$ cat src/hw/hmc_defs.svh
// offsets, field positions, reset values and timing counts of the halt mode control
`ifndef HMC_DEFS_SVH
`define HMC_DEFS_SVH
`define HMC_ADDR_W            8
`define HMC_DATA_W            32
`define HMC_ADDR_HALT_CTRL    8'h38
`define HMC_ADDR_RUN_CTRL     8'h3c
`define HMC_ADDR_STATUS       8'h40
`define HMC_HALT_START_BIT    7
`define HMC_RELEASE_BIT       6
`define HMC_POST_WAKE_BIT     5
`define HMC_PORT_HOLD_BIT     4
`define HMC_WARM_MSB          3
`define HMC_WARM_LSB          2
`define HMC_HALT_CTRL_RST     8'h00
`define HMC_RUN_FAST_EN_BIT   0
`define HMC_RUN_SLOW_EN_BIT   1
`define HMC_RUN_SLOW_SEL_BIT  2
`define HMC_RUN_CTRL_RST      3'h1
`define HMC_ST_HALTED_BIT     4
`define HMC_ST_WARMING_BIT    5
`define HMC_ST_WAKE_PIN_BIT   6
`define HMC_FC_HZ             20000000
`define HMC_FS_HZ             32768
`define HMC_SLOW_DIV          (`HMC_FC_HZ / `HMC_FS_HZ)
`define HMC_MCYC_STATES       4
`define HMC_WARM_W            18
`define HMC_WARM_F0           (3 * (2 ** 16))
`define HMC_WARM_F1           (2 ** 16)
`define HMC_WARM_F2           (3 * (2 ** 14))
`define HMC_WARM_F3           (2 ** 14)
`define HMC_WARM_S0           (3 * (2 ** 13))
`define HMC_WARM_S1           (2 ** 13)
`define HMC_WARM_S2           (3 * (2 ** 6))
`define HMC_WARM_S3           (2 ** 6)
`endif

$ cat src/hw/hmc_pkg.sv
// types of the halt mode control
`include "hmc_defs.svh"
package hmc_pkg;
  typedef enum logic [1:0] {
    fast_run_single_osc,
    fast_run_dual_osc,
    slow_run_both_osc,
    slow_run_fast_osc_off
  } hmc_run_mode_t;
  typedef enum {st_run, st_halt, st_warm} hmc_state_t;
  typedef logic [`HMC_WARM_W-1:0] hmc_warm_cnt_t;
endpackage

$ cat src/hw/hmc_tim_if.sv
// ticks and warm-up handshake between the controller and its timers
`timescale 1ns/1ps
`default_nettype none
`include "hmc_defs.svh"
interface hmc_tim_if;
  logic                     slow_osc_on;
  logic                     div_clr;
  logic                     main_slow;
  logic                     slow_tick;
  logic                     mcyc_en;
  logic                     warm_start;
  logic                     warm_slow;
  logic [`HMC_WARM_W-1:0]   warm_load;
  logic                     warm_done;
  modport div  (input slow_osc_on, div_clr, main_slow, output slow_tick, mcyc_en);
  modport warm (input slow_tick, warm_start, warm_slow, warm_load, output warm_done);
  modport ctl  (output slow_osc_on, div_clr, main_slow, warm_start, warm_slow, warm_load,
                input slow_tick, mcyc_en, warm_done);
endinterface
`default_nettype wire

$ cat src/hw/hmc_clk_div.sv
// slow clock tick prescaler and machine cycle divider
`timescale 1ns/1ps
`default_nettype none
`include "hmc_defs.svh"
module hmc_clk_div #(
  parameter int unsigned SLOW_DIV = `HMC_SLOW_DIV,
  parameter int unsigned MCYC     = `HMC_MCYC_STATES
) (
  input  wire logic  sys_clk_i,
  input  wire logic  nrst_i,
  hmc_tim_if.div     tim
);
  localparam int PW = $clog2(SLOW_DIV);
  localparam int MW = $clog2(MCYC);
  logic [PW-1:0] pre_q;
  logic [MW-1:0] mc_q;
  wire           pre_end = pre_q == PW'(SLOW_DIV - 1);
  wire           base    = tim.main_slow ? tim.slow_tick : 1'b1;
  wire           mc_end  = mc_q == MW'(MCYC - 1);
  // stopped oscillator gives no ticks and restarts from zero
  assign tim.slow_tick = tim.slow_osc_on & pre_end;
  assign tim.mcyc_en   = ~tim.div_clr & base & mc_end;
  always_ff @(posedge sys_clk_i) begin
    if (!nrst_i || !tim.slow_osc_on || pre_end) pre_q <= '0;
    else pre_q <= pre_q + 1'b1;
  end
  always_ff @(posedge sys_clk_i) begin
    if (!nrst_i || tim.div_clr) mc_q <= '0;
    else if (base) mc_q <= mc_end ? '0 : mc_q + 1'b1;
  end
endmodule
`default_nettype wire

$ cat src/hw/hmc_warmup_timer.sv
// warm-up down counter, counting fast clocks or slow ticks
`timescale 1ns/1ps
`default_nettype none
`include "hmc_defs.svh"
module hmc_warmup_timer (
  input  wire logic  sys_clk_i,
  input  wire logic  nrst_i,
  hmc_tim_if.warm    tim
);
  import hmc_pkg::*;
  hmc_warm_cnt_t cnt_q;
  logic          busy_q;
  logic          done_q;
  wire           tick = tim.warm_slow ? tim.slow_tick : 1'b1;
  wire           last = busy_q & tick & (cnt_q == hmc_warm_cnt_t'(1));
  assign tim.warm_done = done_q;
  always_ff @(posedge sys_clk_i) begin
    if (!nrst_i) begin
      cnt_q  <= '0;
      busy_q <= 1'b0;
    end else if (tim.warm_start) begin
      cnt_q  <= tim.warm_load;
      busy_q <= 1'b1;
    end else if (busy_q && tick) begin
      cnt_q  <= cnt_q - 1'b1;
      busy_q <= ~last;
    end
  end
  always_ff @(posedge sys_clk_i) begin
    if (!nrst_i) done_q <= 1'b0;
    else done_q <= last;
  end
endmodule
`default_nettype wire

$ cat src/hw/hmc_top.sv
// run mode and deep halt control with its apb register file
// Overview of operation
// bit 7 of the halt control register set halts core and peripherals
// bit 6 picks wake method: 0 wake pin edge, 1 wake pin level
// bit 5 picks post-wake mode: 0 fast run, 1 slow run fast osc off
// bit 4 during halt: 0 ports high impedance, 1 ports keep levels
// two warm-up bits pick one of four fast or four slow delays
// software sets bit 5 to match the run mode it halts from
// reset during halt always returns to single-oscillator fast run
// the two lowest bits of the halt control register read undefined
// reset clears bits 7 to 2 of the halt control register
// halt without hold forces pin input values to zero
// the wake pin goes high impedance whenever halt starts
// software picks level release when key wake-up inputs are used
// machine cycle is four fast or four slow clocks, none in halt
// halt stops oscillators, keeps state, clears prescaler and divider
// level release wakes on high pin, edge release on rising edge
// wake restarts oscillators, holds everything for warm-up, then resumes
// after reset the block runs single-oscillator fast run
// the halt start bit reads zero once execution has resumed
`timescale 1ns/1ps
`default_nettype none
`include "hmc_defs.svh"
module hmc_top #(
  parameter int unsigned SLOW_DIV = `HMC_SLOW_DIV,
  parameter int unsigned WARM_F0  = `HMC_WARM_F0,
  parameter int unsigned WARM_F1  = `HMC_WARM_F1,
  parameter int unsigned WARM_F2  = `HMC_WARM_F2,
  parameter int unsigned WARM_F3  = `HMC_WARM_F3,
  parameter int unsigned WARM_S0  = `HMC_WARM_S0,
  parameter int unsigned WARM_S1  = `HMC_WARM_S1,
  parameter int unsigned WARM_S2  = `HMC_WARM_S2,
  parameter int unsigned WARM_S3  = `HMC_WARM_S3
) (
  input  wire logic                    sys_clk_i,
  input  wire logic                    nrst_i,
  input  wire logic                    psel_i,
  input  wire logic                    penable_i,
  input  wire logic                    pwrite_i,
  input  wire logic [`HMC_ADDR_W-1:0]  paddr_i,
  input  wire logic [`HMC_DATA_W-1:0]  pwdata_i,
  output logic      [`HMC_DATA_W-1:0]  prdata_o,
  output logic                         pready_o,
  output logic                         pslverr_o,
  input  wire logic                    wake_pin_i,
  output hmc_pkg::hmc_run_mode_t       run_mode_o,
  output logic                         cpu_clk_en_o,
  output logic                         periph_clk_en_o,
  output logic                         tbt_clk_en_o,
  output logic                         mcyc_en_o,
  output logic                         fast_osc_on_o,
  output logic                         slow_osc_on_o,
  output logic                         main_clk_slow_o,
  output logic                         div_clr_o,
  output logic                         halted_o,
  output logic                         warming_o,
  output logic                         port_out_hiz_o,
  output logic                         port_in_zero_o,
  output logic                         wake_pin_hiz_o
);
  import hmc_pkg::*;

  localparam hmc_warm_cnt_t WARM_FAST [4] = '{
    hmc_warm_cnt_t'(WARM_F0), hmc_warm_cnt_t'(WARM_F1),
    hmc_warm_cnt_t'(WARM_F2), hmc_warm_cnt_t'(WARM_F3)
  };
  localparam hmc_warm_cnt_t WARM_SLOW [4] = '{
    hmc_warm_cnt_t'(WARM_S0), hmc_warm_cnt_t'(WARM_S1),
    hmc_warm_cnt_t'(WARM_S2), hmc_warm_cnt_t'(WARM_S3)
  };

  function automatic logic addr_is(
    input logic [`HMC_ADDR_W-1:0] addr,
    input logic [`HMC_ADDR_W-1:0] base
  );
    return addr == base;
  endfunction

  // a run control word is refused when the selected clock has no oscillator
  function automatic logic run_ctrl_ok(input logic [2:0] rc);
    logic need;
    need = rc[`HMC_RUN_SLOW_SEL_BIT] ? rc[`HMC_RUN_SLOW_EN_BIT]
                                     : rc[`HMC_RUN_FAST_EN_BIT];
    return need;
  endfunction

  function automatic hmc_run_mode_t run_mode_of(input logic [2:0] rc);
    hmc_run_mode_t m;
    if (rc[`HMC_RUN_SLOW_SEL_BIT])
      m = rc[`HMC_RUN_FAST_EN_BIT] ? slow_run_both_osc : slow_run_fast_osc_off;
    else
      m = rc[`HMC_RUN_SLOW_EN_BIT] ? fast_run_dual_osc : fast_run_single_osc;
    return m;
  endfunction

  function automatic hmc_warm_cnt_t warm_count(
    input logic       slow,
    input logic [1:0] code
  );
    return slow ? WARM_SLOW[code] : WARM_FAST[code];
  endfunction

  hmc_state_t               st_q;
  hmc_state_t               st_d;
  logic [7:0]               hc_q;
  logic [7:0]               hc_d;
  logic [2:0]               rc_q;
  logic [2:0]               rc_d;
  logic                     wake_prev_q;
  logic [`HMC_DATA_W-1:0]   prdata_q;
  logic [`HMC_DATA_W-1:0]   rdata_d;
  logic [7:0]               status_w;

  hmc_tim_if tim ();

  hmc_clk_div #(
    .SLOW_DIV (SLOW_DIV),
    .MCYC     (`HMC_MCYC_STATES)
  ) u_div (
    .sys_clk_i (sys_clk_i),
    .nrst_i    (nrst_i),
    .tim       (tim.div)
  );

  hmc_warmup_timer u_warm (
    .sys_clk_i (sys_clk_i),
    .nrst_i    (nrst_i),
    .tim       (tim.warm)
  );

  // bus decode
  wire in_run    = st_q == st_run;
  wire in_halt   = st_q == st_halt;
  wire in_warm   = st_q == st_warm;
  wire stopped   = ~in_run;
  wire setup     = psel_i & ~penable_i;
  wire access    = psel_i & penable_i;
  wire sel_halt  = addr_is(paddr_i, `HMC_ADDR_HALT_CTRL);
  wire sel_run   = addr_is(paddr_i, `HMC_ADDR_RUN_CTRL);
  wire sel_stat  = addr_is(paddr_i, `HMC_ADDR_STATUS);
  wire unmapped  = ~(sel_halt | sel_run | sel_stat);
  wire rc_ok     = run_ctrl_ok(pwdata_i[2:0]);
  // registers are frozen while the core is halted or warming up
  wire wr_ok     = access & pwrite_i & in_run;
  wire wr_halt   = wr_ok & sel_halt;
  wire wr_run    = wr_ok & sel_run & rc_ok;
  wire wr_bad    = pwrite_i & (sel_stat | stopped | (sel_run & ~rc_ok));

  assign pready_o  = 1'b1;
  assign pslverr_o = access & (unmapped | wr_bad);
  assign prdata_o  = prdata_q;

  // halt start and the configuration it uses
  wire       halt_go   = wr_halt & pwdata_i[`HMC_HALT_START_BIT];
  wire [7:0] cfg       = halt_go ? pwdata_i[7:0] : hc_q;
  wire       cfg_level = cfg[`HMC_RELEASE_BIT];
  wire       cfg_slow  = cfg[`HMC_POST_WAKE_BIT];
  wire       cfg_hold  = cfg[`HMC_PORT_HOLD_BIT];
  wire [1:0] cfg_wut   = cfg[`HMC_WARM_MSB:`HMC_WARM_LSB];

  // wake detection; pin is synchronous so one stage suffices for the edge
  wire pin_rise  = wake_pin_i & ~wake_prev_q;
  wire wake_lvl  = cfg_level & wake_pin_i;
  wire wake_edge = ~cfg_level & pin_rise;
  wire wake_now  = in_halt & (wake_lvl | wake_edge);
  // level mode with the pin already high skips straight to warm-up
  wire go_warm   = halt_go & cfg_level & wake_pin_i;
  wire warm_go   = wake_now | go_warm;
  wire resumed   = in_warm & tim.warm_done;

  always_comb begin
    st_d = st_q;
    unique case (st_q)
      st_run: begin
        if (halt_go) st_d = go_warm ? st_warm : st_halt;
      end
      st_halt: begin
        if (wake_now) st_d = st_warm;
      end
      st_warm: begin
        if (tim.warm_done) st_d = st_run;
      end
    endcase
  end

  always_comb begin
    hc_d = hc_q;
    if (wr_halt)
      hc_d = {pwdata_i[7:2], 2'b00};
    if (resumed)
      hc_d[`HMC_HALT_START_BIT] = 1'b0;
  end

  // post-wake mode overrides the run control word
  always_comb begin
    rc_d = rc_q;
    if (wr_run)
      rc_d = pwdata_i[2:0];
    if (resumed) begin
      if (cfg_slow) begin
        rc_d[`HMC_RUN_SLOW_SEL_BIT] = 1'b1;
        rc_d[`HMC_RUN_SLOW_EN_BIT]  = 1'b1;
        rc_d[`HMC_RUN_FAST_EN_BIT]  = 1'b0;
      end else begin
        rc_d[`HMC_RUN_SLOW_SEL_BIT] = 1'b0;
        rc_d[`HMC_RUN_FAST_EN_BIT]  = 1'b1;
      end
    end
  end

  // reset ends any halt in single-oscillator fast run
  always_ff @(posedge sys_clk_i) begin
    if (!nrst_i) begin
      st_q <= st_run;
      hc_q <= `HMC_HALT_CTRL_RST;
      rc_q <= `HMC_RUN_CTRL_RST;
    end else begin
      st_q <= st_d;
      hc_q <= hc_d;
      rc_q <= rc_d;
    end
  end

  always_ff @(posedge sys_clk_i) begin
    if (!nrst_i) wake_prev_q <= 1'b0;
    else wake_prev_q <= wake_pin_i;
  end

  // read data
  always_comb begin
    status_w = '0;
    status_w[1:0] = run_mode_of(rc_q);
    status_w[`HMC_ST_HALTED_BIT] = in_halt;
    status_w[`HMC_ST_WARMING_BIT] = in_warm;
    status_w[`HMC_ST_WAKE_PIN_BIT] = wake_pin_i;
  end

  // the two low bits have no defined content and simply read zero
  always_comb begin
    rdata_d = '0;
    if (sel_halt)
      rdata_d[7:0] = {hc_q[7:2], 2'b00};
    else if (sel_run)
      rdata_d[2:0] = rc_q;
    else if (sel_stat)
      rdata_d[7:0] = status_w;
  end

  // captured in setup so the access phase needs no wait state
  always_ff @(posedge sys_clk_i) begin
    if (!nrst_i) prdata_q <= '0;
    else if (setup) prdata_q <= rdata_d;
  end

  // timers
  assign tim.warm_start  = warm_go;
  assign tim.warm_slow   = cfg_slow;
  assign tim.warm_load   = warm_count(cfg_slow, cfg_wut);
  // divider stays cleared from halt until execution resumes; prescaler only while the slow oscillator is off
  assign tim.div_clr     = stopped;
  assign tim.main_slow   = in_run ? rc_q[`HMC_RUN_SLOW_SEL_BIT] : cfg_slow;

  // oscillators: all off in halt, only the needed ones during warm-up
  assign fast_osc_on_o   = in_run ? rc_q[`HMC_RUN_FAST_EN_BIT]
                                  : in_warm & ~cfg_slow;
  assign slow_osc_on_o   = in_run ? rc_q[`HMC_RUN_SLOW_EN_BIT]
                                  : in_warm & (cfg_slow | rc_q[`HMC_RUN_SLOW_EN_BIT]);
  assign tim.slow_osc_on = slow_osc_on_o;

  // core, time base timer and peripherals all halt outside run
  assign cpu_clk_en_o    = in_run;
  assign periph_clk_en_o = in_run;
  assign tbt_clk_en_o    = in_run;
  assign mcyc_en_o       = tim.mcyc_en;
  assign main_clk_slow_o = tim.main_slow;
  assign div_clr_o       = tim.div_clr;
  assign run_mode_o      = run_mode_of(rc_q);
  assign halted_o        = in_halt;
  assign warming_o       = in_warm;

  // port behaviour spans the whole stop period including warm-up
  assign port_out_hiz_o  = stopped & ~cfg_hold;
  // forced zero may look like a falling edge to external interrupts
  assign port_in_zero_o  = stopped & ~cfg_hold;
  assign wake_pin_hiz_o  = stopped;

endmodule
`default_nettype wire

$ cat config.mk
export PLATFORM = sky130hd
export DESIGN_NAME = hmc_top
export DESIGN_NICKNAME = d
export VERILOG_FILES = /design/src/hw/hmc_pkg.sv /design/src/hw/hmc_tim_if.sv /design/src/hw/hmc_clk_div.sv /design/src/hw/hmc_warmup_timer.sv /design/src/hw/hmc_top.sv
export VERILOG_INCLUDE_DIRS = /design/src /design/src/hw
export SDC_FILE = /design/constraint.sdc
export NUM_CORES = 1
export LEC_CHECK = 0
export BUFFER_PORTS_ARGS = -buffer_cell sky130_fd_sc_hd__buf_2
export CORE_MARGIN = 3
export CORE_UTILIZATION = 52
export CTS_CLUSTER_DIAMETER = 120
export DETAILED_ROUTE_END_ITERATION = 10
export PLACE_DENSITY_LB_ADDON = 0.08
export SLEW_MARGIN = 20
export SYNTH_ARGS = -nofsm -noshare
export SYNTH_HDL_FRONTEND = slang
export SYNTH_HIERARCHICAL = 1
export SYNTH_SLANG_ARGS = --single-unit
$ cat constraint.sdc
create_clock -name sys_clk_i -period 3.7 [get_ports sys_clk_i]
set_input_delay 0.74 -clock sys_clk_i [delete_from_list [all_inputs] [get_ports sys_clk_i]]
set_output_delay 0.74 -clock sys_clk_i [all_outputs]
set_load 0.005 [all_outputs]
==> impl_metrics.csv, run 1 <==
group,metric,value,unit
cts,post_cts_buffers,0,
sta,post-route-period-util,0.883,
cells_and_area,final_cell_mix,"52 x dfxtp_1, 45 x buf_2, 36 x conb_1, 26 x nand2_1",
detailed_routing,drt_iter0_markers,151,
cts,clock_sinks,52,
cts,cts_resized,0,
cells_and_area,regArea,0.00104,mm^2
detailed_routing,num_vias,2798,
cells_and_area,multi_input_area,0.00192,mm^2
cells_and_area,n_fill_cell,544,
power_and_ir_drop,clkPwrFrac,0.278,
floorplanning,dieWidth,84.5,um
cts,ctsHoldBuffers,0,
setup_path,setup.reg_to_reg.worst_slack,0.43,ns
min_path,worstHoldStart,"prdata_o[7]$_SDFFE_PN0P_",
synth,yosysUniqueCellTypes,69,
placed_design,dp_slack,0.422,ns
sta,final.setup.tns,0,ns
grt,grt_pass1_wl,12100,um
sta,setup_viol,0,
detailed_routing,drc_errors,0,
placed_design,placedCellCount,489,
synth,synthMuxAreaShare,0.0496,
synth,synth-simple-area-share,0.262,
detailed_routing,wl_per_cell,14.0,um
grt,grtUsageTotal,0.202,
synth,synthFlopType,"dfxtp_1",
placed_design,hpwl,5130,um
sta,grt_setup_unrepaired,"no",
floorplanning,coreArea,0.00574,mm^2
synth,synth_top_family_by_area,"simple AND/OR/NAND/NOR gates",
synth,synth_warnings,6,
setup_path,required,3.93,ns
synth,syn_inst,374,
power_and_ir_drop,comb_power_share,0.262,
sta,hold_viol,0,
power_and_ir_drop,leakagePower,1.47,nW
cts,tritoncts,"done",
setup_path,rr_endpoint,"u_warm/cnt_q[16]$_SDFFE_PN0P_",
floorplanning,num_io_pins,95,
grt,grt_overflow_total,0,
cts,cts_root_buf,"clkbuf_8",
synth,synth-compound-area-share,0.185,
detailed_routing,drt-total-wl,6950,um
synth,synth_adder_area_share,0.0312,
placed_design,globalplace.congestion,0.784,
sta,slew_headroom,0.551,
setup_path,critPathArrivalTime,3.50,ns
grt,antenna_found_initial,0,
cts,clk_pin_slew_worst_paths,0.10,ns
setup_path,crit_path_max_fanout,9,
sta,worst_pin_slew,0.674,ns
power_and_ir_drop,power_density,401,mW/mm^2
setup_path,path_cells,"inv_1 -> ha_1 -> inv_1 -> a21oi_1 -> nor2_1 -> or4b_4 -> nor3_1 -> nor2b_1 -> or3_1 -> or4_1 -> a31oi_1",
sta,finalWorstSetupSlack,0.432,ns
cts,htreeDepth,2,
floorplanning,start_util,0.558,
synth,async_flop_share,0,
setup_path,critPathKind,"reg2reg",
min_path,hold_class,"reg2reg",
power_and_ir_drop,power_switching,0.441,mW
setup_path,cpMostUsedCell,"inv_1",
sta,finClkSkew,0.00764,ns
sta,fin_crit,3.27,ns
flow_run,drv_cap,0,
floorplanning,row_count,27,
cts,clk_latency,0.31,ns
floorplanning,die_area,0.00714,mm^2
floorplanning,die_height,84.5,um
cells_and_area,stdcell_count,497,
synth,synth_edf_count,0,
synth,synth_xor_area_frac,0.0273,
cts,clk_path_buf_depth,2,
synth,synth_seq_area_share,0.325,
cells_and_area,final_common_cell,"dfxtp_1",
synth,syn_area,0.00321,mm^2
cells_and_area,drive_gt1_frac,0.195,
cts,cts_made_buffers,5,
setup_path,max_stage_delay,0.55,ns
power_and_ir_drop,p_int,0.966,mW
sta,slew_viol_final,0,
detailed_routing,first_pass_iters,4,
synth,synth_area_per_cell,8.57,um^2
cells_and_area,fin_nets,478,
setup_path,cp-start-kind,"flop",
cells_and_area,antenna_cells,0,
sta,max_freq,306,MHz
detailed_routing,ant_nets,0,
cells_and_area,final_util,0.612,
cells_and_area,area_growth,9.60,%
setup_path,critical_path.endpoint_type,"flop",
status,status,"complete, no violations",
detailed_routing,viasPerCell,5.63,
setup_path,rr_startpoint,"st_q[0]$_SDFFE_PN0P_",
power_and_ir_drop,p_seq_frac,0.460,
sta,hold_ws,0.472,ns
power_and_ir_drop,ir_drop,0.240,mV
setup_path,crit_path_top_delay_cell,"or4_1",
placed_design,place.port_buffers,45,
synth,synth_seq_cells,52,
setup_path,r2r_cells,11,
grt,grt_max_degree,43,
power_and_ir_drop,switching_share,0.313,
grt,grt_pass1_vias,2542,
min_path,whs_path_depth,2,
min_path,holdPathEnd,"prdata_o[7]$_SDFFE_PN0P_",
-- cells in the mapped netlist (all sizes together), types with 7 or more instances --
cell    count  area, um^2
ha          8         100
clkbuf      7        26.3
nand3      13        65.1
mux2i      12         133
a31oi      10        62.6
nor2       25        93.8
dfxtp      52        1040
or3        11        77.6
or4        12        90.1
o21ai      26         130
nand2      26        97.6
buf        38         283
o31ai      10        88.8
a21oi      19        95.1
inv        14        55.1
-- worst max-delay path by stage --
stage          depth (start not counted)                             to                  from  slack [ns]
6_report                              11  u_warm/cnt_q[16]$_SDFFE_PN0P_  st_q[0]$_SDFFE_PN0P_        0.43
5_1_grt                               11  u_warm/cnt_q[14]$_SDFFE_PN0P_  st_q[0]$_SDFFE_PN0P_        0.18
4_1_cts                               11  u_warm/cnt_q[16]$_SDFFE_PN0P_  st_q[0]$_SDFFE_PN0P_        0.44
3_5_place_dp                           9  u_warm/cnt_q[16]$_SDFFE_PN0P_            paddr_i[1]        0.42
3_3_place_gp                           9  u_warm/cnt_q[16]$_SDFFE_PN0P_            paddr_i[1]        0.52
2_1_floorplan                         12  u_warm/cnt_q[12]$_SDFFE_PN0P_  st_q[0]$_SDFFE_PN0P_        0.45
-- power by group through the flow --
stage / Clock [mW] / Combinational, mW / Sequential [mW]
3_5_place_dp: 0 / 0.365 / 0.660
5_1_grt: 0.422 / 0.423 / 0.656
4_1_cts: 0.400 / 0.367 / 0.647
6_report: 0.391 / 0.369 / 0.648
3_3_place_gp: 0 / 0.357 / 0.658
2_1_floorplan: 0 / 0.307 / 0.649
-- worst max-delay path, delay by kind of cell (launching register included) --
kind            cells  cell delay, ns
fa+ha+maj           1            0.30
buf+inv             2            0.18
flops               1            0.37
compound gates      2            0.23
simple gates        6            2.11
-- state kept, by name, summed over array words and instances (netlist names) --
register	cells
u_warm/tim.warm_done	1
prdata_o	8
rc_q	3
u_div/mc_q	2
st_q	2
wake_prev_q	1
u_warm/cnt_q	18
u_div/pre_q	10
u_warm/busy_q	1
hc_q	6
-- metrics by stage --
stage	instance area, um^2	total power, mW
after floorplan	3330	0.956
after global placement	3410	1.02
after detailed placement	3410	1.03
after CTS	3510	1.41
after global routing	3510	1.50
final	3510	1.41
-- routing by layer --
| layer | global-route usage | wire, um | part of all wire | vias up |
|---|---|---|---|---|
| li1 | - | - | - | 1396 |
| met1 | 0.290 | 3380 | 0.49 | 1317 |
| met2 | 0.315 | 3130 | 0.45 | 79 |
| met3 | 0.0334 | 371 | 0.053 | 6 |
| met4 | 0.0489 | 67 | 0.0096 | 0 |
| met5 | 0 | 0 | 0 | - |
-- area by class of cell --
cell class | instances | share of cell area
flip-flops and latches | 52 | 0.296
clock inverters | 2 | 0.00997
inverters | 15 | 0.0167
multi-input cells | 295 | 0.545
repair buffers | 55 | 0.0855
clock buffers | 6 | 0.0207
well taps | 72 | 0.0256
-- cells by family after synthesis --
logic type | Yosys count
and+or+nand+nor | 138
AOI/OAI and AO/OA | 89
buffers and inverters | 61
DFF | 52
muxes | 14
xor gates and xnor gates | 10
adders and majority gates | 8
other | 2
No activity file was read; power rests on OpenSTA's default activity.
==> run 2, diff against run 1 <==
--- a/config.mk
+++ b/config.mk
@@ -6,9 +6,10 @@
 export SDC_FILE = /design/constraint.sdc
 export NUM_CORES = 1
 export LEC_CHECK = 0
+export ABC_AREA = 1
 export BUFFER_PORTS_ARGS = -buffer_cell sky130_fd_sc_hd__buf_2
 export CORE_MARGIN = 3
-export CORE_UTILIZATION = 52
+export CORE_UTILIZATION = 53
 export CTS_CLUSTER_DIAMETER = 120
 export DETAILED_ROUTE_END_ITERATION = 10
 export PLACE_DENSITY_LB_ADDON = 0.08
==> impl_metrics.csv, run 2 <==
group,metric,value,unit
status,status,"complete, no violations",
detailed_routing,num_vias,3202,
synth,synthFlopType,"dfxtp_1",
detailed_routing,ant_nets,0,
grt,grt_pass1_vias,2964,
min_path,hold_class,"reg2reg",
grt,grtUsageTotal,0.213,
synth,synth.top_cells.by_count,"94 x nand2_1, 76 x inv_1, 52 x dfxtp_1, 47 x nor2_1, 41 x nand3_1",
power_and_ir_drop,power_density,538,mW/mm^2
floorplanning,die_area,0.00748,mm^2
cts,clk_pin_slew_worst_paths,0.10,ns
synth,synth_warnings,6,
cts,cts_made_buffers,5,
setup_path,critical_path.endpoint_type,"output pin",
floorplanning,coreArea,0.00610,mm^2
power_and_ir_drop,ir_drop,0.352,mV
cts,clk_path_buf_depth,2,
cts,tritoncts,"done",
synth,synth_top_area_share,0.303,
sta,max_freq,298,MHz
synth,synth_edf_count,0,
cells_and_area,final_common_cell,"nand2_1",
placed_design,place.port_buffers,45,
power_and_ir_drop,p_int,1.14,mW
cts,clock_sinks,52,
setup_path,required,2.96,ns
sta,fin_crit,3.35,ns
cts,cts_root_buf,"clkbuf_8",
sta,setup_viol,0,
sta,slew_headroom,0.574,
power_and_ir_drop,leakagePower,1.82,nW
power_and_ir_drop,comb_power_share,0.489,
detailed_routing,wl_per_cell,11.9,um
floorplanning,row_count,28,
grt,grt_max_degree,24,
setup_path,critPathKind,"reg2out",
cts,ctsHoldBuffers,0,
detailed_routing,drt-total-wl,7550,um
floorplanning,die_height,86.5,um
placed_design,hpwl,5930,um
cells_and_area,largest_reg_flops,18,
cts,post_cts_buffers,0,
setup_path,critPathArrivalTime,2.61,ns
synth,synth_seq_cells,52,
cells_and_area,fin_nets,613,
cts,clk_latency,0.31,ns
cells_and_area,regMostFlops,"u_warm/cnt_q",
cells_and_area,area_growth,9.22,%
synth,synth.most_common_cell,"nand2_1",
sta,finClkSkew,0.00886,ns
detailed_routing,first_pass_iters,4,
sta,worst_pin_slew,0.636,ns
cells_and_area,final_cell_mix,"94 x nand2_1, 76 x inv_1, 52 x dfxtp_1, 47 x nor2_1, 45 x buf_2",
floorplanning,num_io_pins,95,
power_and_ir_drop,p_seq_frac,0.340,
synth,yosysUniqueCellTypes,42,
cells_and_area,antenna_cells,0,
sta,grt_setup_unrepaired,"no",
setup_path,crit_path_max_fanout,11,
detailed_routing,drc_errors,0,
floorplanning,dieWidth,86.5,um
cts,htreeDepth,2,
synth,synth_area_leaders,"dfxtp_1 30%, nand2_1 10%, inv_1 8.3%, buf_4 6.6%, nand3_1 6.0%",
setup_path,cp-start-kind,"flop",
cells_and_area,n_fill_cell,603,
power_and_ir_drop,switching_share,0.436,
power_and_ir_drop,power_switching,0.880,mW
grt,grt_overflow_total,0,
synth,async_flop_share,0,
grt,antenna_found_initial,0,
cts,cts_resized,0,
sta,hold_viol,0,
grt,grt_pass1_wl,13000,um
flow_run,drv_cap,0,
sta,slew_viol_final,0,
power_and_ir_drop,clkPwrFrac,0.171,
cells_and_area,drive_gt1_frac,0.177,
synth,synth_area_per_cell,6.77,um^2
synth,synth_seq_area_share,0.303,
synth,syn_inst,507,
sta,post-route-period-util,0.906,
power_and_ir_drop,fin_total_pwr,2.02,mW
detailed_routing,drt_iter0_markers,180,
placed_design,globalplace.congestion,0.885,
floorplanning,start_util,0.563,
synth,syn_area,0.00343,mm^2
synth,synth_area_leader_cell,"dfxtp_1",
detailed_routing,viasPerCell,5.04,
sta,final.setup.tns,0,ns
[run 2: cell types whose count changed after synthesis, moves of 9 or more]
cell	before	now
or4_1	12	0
mux2i_1	11	0
nand2_1	26	94
a21oi_1	19	34
nor2_2	0	9
nand2_2	0	10
inv_1	13	76
o31ai_1	9	0
nor2_1	25	47
nand3_1	13	41
[run 2: cell families (layout without fill, tap and decap cells)]
group | Yosys count | after routing | share of synthesized area
AO/OA/AOI/OAI | 87 | 87 | 0.145
AND/OR/NAND/NOR | 232 | 232 | 0.333
other | 2 | 36 | 0.00219
flip-flops | 52 | 52 | 0.303
buffers and inverters | 118 | 137 | 0.167
XOR/XNOR | 8 | 8 | 0.0204
adder cells (fa/ha/maj) | 8 | 8 | 0.0292
[run 2: metrics by stage]
step | instances | hold slack (ns) | worst slack (ns) | util | cell area [um^2]
after detailed placement | 627 | 0.470 | 0.380 | 0.600 | 3660
after global routing | 635 | 0.506 | 0.106 | 0.615 | 3750
after CTS | 635 | 0.487 | 0.281 | 0.615 | 3750
after floorplan | 541 | 0.444 | 0.710 | - | 3560
after global placement | 627 | 0.461 | 0.403 | 0.600 | 3660
final | 635 | 0.484 | 0.348 | 0.615 | 3750
[run 2: worst paths after layout]
path	start	endpoint	slack, ns	cells after the start
setup reg to reg	st_q[0]$_SDFFE_PN0P_	u_warm/cnt_q[11]$_SDFFE_PN0P_	0.63	19
setup / recovery	st_q[0]$_SDFFE_PN0P_	mcyc_en_o	0.35	15
hold / removal	hc_q[7]$_SDFFE_PP0N_	hc_q[7]$_SDFFE_PP0N_	0.48	2
hold reg to reg	hc_q[7]$_SDFFE_PP0N_	hc_q[7]$_SDFFE_PP0N_	0.48	2
[run 2: routing by layer]
| layer | GRT usage | vias to the layer above | wire length [um] | part of all wire |
|---|---|---|---|---|
| li1 | - | 1661 | - | - |
| met1 | 0.271 | 1441 | 3340 | 0.44 |
| met2 | 0.377 | 92 | 3700 | 0.49 |
| met3 | 0.0390 | 8 | 441 | 0.058 |
| met4 | 0.0439 | 0 | 72 | 0.0095 |
| met5 | 0 | - | 0 | 0 |
[run 2: worst max-delay path, cell delays in order (launching register included)]
cell      delay [ns]
dfxtp_1         0.34
inv_1           0.08
ha_1            0.26
inv_2           0.16
nor2_4          0.21
nand3_4         0.15
clkinv_4        0.10
nand2_2         0.06
o21ai_4         0.07
nand2_2         0.07
a22oi_2         0.27
nand4_4         0.18
nand2_1         0.09
nand2_1         0.06
nor2_1          0.08
buf_2           0.12
[run 2: final cells by class]
type | instances | area, um^2 | share of cell area
clock buffers | 7 | 86.3 | 0.0230
clock inverters | 1 | 7.51 | 0.00200
inverters | 80 | 305 | 0.0814
multi-input cells | 371 | 1950 | 0.520
flip-flops and latches | 52 | 1040 | 0.278
well taps | 75 | 93.8 | 0.0250
repair buffers | 49 | 268 | 0.0714
[run 2: power groups by stage]
stage          Sequential (mW)  Combinational [mW]  Clock, mW
6_report                 0.686               0.986      0.345
2_1_floorplan            0.685               0.791          0
3_5_place_dp             0.699               0.986          0
5_1_grt                  0.695                1.13      0.386
3_3_place_gp             0.697               0.961          0
4_1_cts                  0.687               0.993      0.359
==> run 3, diff against run 2 <==
--- a/config.mk
+++ b/config.mk
@@ -12,6 +12,7 @@
 export CORE_UTILIZATION = 53
 export CTS_CLUSTER_DIAMETER = 120
 export DETAILED_ROUTE_END_ITERATION = 10
+export MAX_ROUTING_LAYER = met4
 export PLACE_DENSITY_LB_ADDON = 0.08
 export SLEW_MARGIN = 20
 export SYNTH_ARGS = -nofsm -noshare
==> constraint.sdc (replaced) <==
create_clock -name sys_clk_i -period 3.7 [get_ports sys_clk_i]
set_input_delay 0.925 -clock sys_clk_i [delete_from_list [all_inputs] [get_ports sys_clk_i]]
set_output_delay 0.925 -clock sys_clk_i [all_outputs]
set_load 0.005 [all_outputs]
==> impl_metrics.csv, run 3 (synthesis gave the netlist of run 2 again) <==
group,metric,value,unit
status,status,"complete, no violations",
cells_and_area,antenna_cells,0,
cells_and_area,regMostFlops,"u_warm/cnt_q",
sta,slew_viol_final,0,
detailed_routing,viasPerCell,5.03,
detailed_routing,first_pass_iters,4,
cells_and_area,final_cell_mix,"94 x nand2_1, 76 x inv_1, 52 x dfxtp_1, 47 x nor2_1, 45 x buf_2",
detailed_routing,drc_errors,0,
detailed_routing,ant_nets,0,
cts,clock_sinks,52,
cells_and_area,largest_reg_flops,18,
detailed_routing,drt-total-wl,7660,um
cts,tritoncts,"done",
sta,grt_setup_unrepaired,"no",
setup_path,cp-start-kind,"input pin",
sta,final.setup.tns,0,ns
grt,grt_max_degree,24,
grt,grtUsageTotal,0.220,
flow_run,drv_cap,0,
setup_path,crit_path_max_fanout,7,
detailed_routing,num_vias,3216,
sta,fin_crit,3.43,ns
cells_and_area,regArea,0.00104,mm^2
setup_path,required,2.77,ns
floorplanning,row_count,28,
cells_and_area,area_growth,9.95,%
detailed_routing,wl_per_cell,12.0,um
floorplanning,die_area,0.00748,mm^2
cts,ctsHoldBuffers,0,
cells_and_area,final_util,0.619,
floorplanning,coreArea,0.00610,mm^2
floorplanning,start_util,0.563,
cells_and_area,final_common_cell,"nand2_1",
power_and_ir_drop,leakagePower,1.85,nW
cts,cts_made_buffers,5,
floorplanning,num_io_pins,95,
detailed_routing,drt_iter0_markers,129,
cells_and_area,final_area,0.00377,mm^2
sta,hold_viol,0,
cts,clk_path_buf_depth,2,
grt,grt_overflow_total,0,
floorplanning,dieWidth,86.5,um
sta,finClkSkew,0.00632,ns
cts,cts_root_buf,"clkbuf_8",
cts,cts_resized,0,
sta,setup_viol,0,
cts,htreeDepth,2,
grt,antenna_found_initial,0,
setup_path,critical_path.endpoint_type,"output pin",
cts,post_cts_buffers,0,
power_and_ir_drop,power_density,533,mW/mm^2
placed_design,hpwl,5960,um
setup_path,critPathKind,"in2out",
cells_and_area,n_fill_cell,591,
floorplanning,die_height,86.5,um
cells_and_area,multi_input_area,0.00195,mm^2
power_and_ir_drop,fin_total_pwr,2.01,mW
min_path,hold_class,"reg2reg",
cts,clk_pin_slew_worst_paths,0.10,ns
setup_path,critPathArrivalTime,2.51,ns
sta,max_freq,291,MHz
grt,grt_pass1_wl,13300,um
grt,grt_pass1_vias,3005,
placed_design,place_area,0.00368,mm^2
cells_and_area,fin_nets,618,
cts,clk_latency,0.30,ns
placed_design,place.port_buffers,45,
power_and_ir_drop,ir_drop,0.483,mV
placed_design,globalplace.congestion,0.920,
sta,post-route-period-util,0.928,
cells_and_area,drive_gt1_frac,0.184,
run 3: cell count changes in the layout (fill, tap and decap cells not counted), sizes merged:
cell	change
buf	+5
run 3: power by group:
group / total [mW] / internal (mW) / switching, mW
logic: 0.987 / 0.359 / 0.629
registers: 0.686 / 0.626 / 0.0597
clock network: 0.340 / 0.153 / 0.187
total: 2.01 / 1.14 / 0.876
run 3: final cells by class:
| cell class | count | share of cell area |
|---|---|---|
| Multi-Input combinational cell | 371 | 0.516 |
| Inverter | 80 | 0.0809 |
| Timing Repair Buffer | 54 | 0.0776 |
| Tap cell | 75 | 0.0249 |
| Sequential cell | 52 | 0.276 |
| Clock buffer | 7 | 0.0229 |
| Clock inverter | 1 | 0.00199 |
run 3: metrics by stage:
step                      hold slack (ns)  setup slack, ns  std cells
after floorplan                     0.444            0.340        541
after global placement              0.461            0.252        632
after detailed placement            0.456            0.250        632
after CTS                           0.471            0.217        640
after global routing                0.512           0.0782        640
final                               0.471            0.266        640
run 3: path summary, 6_finish.rpt:
kind	slack, ns	to	startpoint	cells after the start
worst max-delay path	0.27	mcyc_en_o	paddr_i[7]	15
worst min-delay path	0.47	prdata_o[1]$_SDFFE_PN0P_	prdata_o[1]$_SDFFE_PN0P_	2
worst max register to register	0.66	u_warm/cnt_q[11]$_SDFFE_PN0P_	st_q[0]$_SDFFE_PN0P_	19
worst min register to register	0.47	prdata_o[1]$_SDFFE_PN0P_	prdata_o[1]$_SDFFE_PN0P_	2
run 3: worst max-delay path, cell delays in order:
cell      delay (ns)
buf_2           0.11
nor2_2          0.13
nand2_2         0.10
nor2_8          0.14
nand3_4         0.12
clkinv_4        0.10
nand2_2         0.06
o21ai_4         0.06
nand2_2         0.07
a22oi_2         0.20
nand4_4         0.17
nand2_1         0.09
nand2_1         0.05
nor2_1          0.07
buf_2           0.12
run 3: per-layer routing:
metal	global-route usage	up-vias	part of all wire
met1	0.281	1454	0.46
li1	-	1675	-
met4	0.0354	0	0.0064
met3	0.0314	6	0.049
met5	-	-	0
met2	0.375	81	0.48
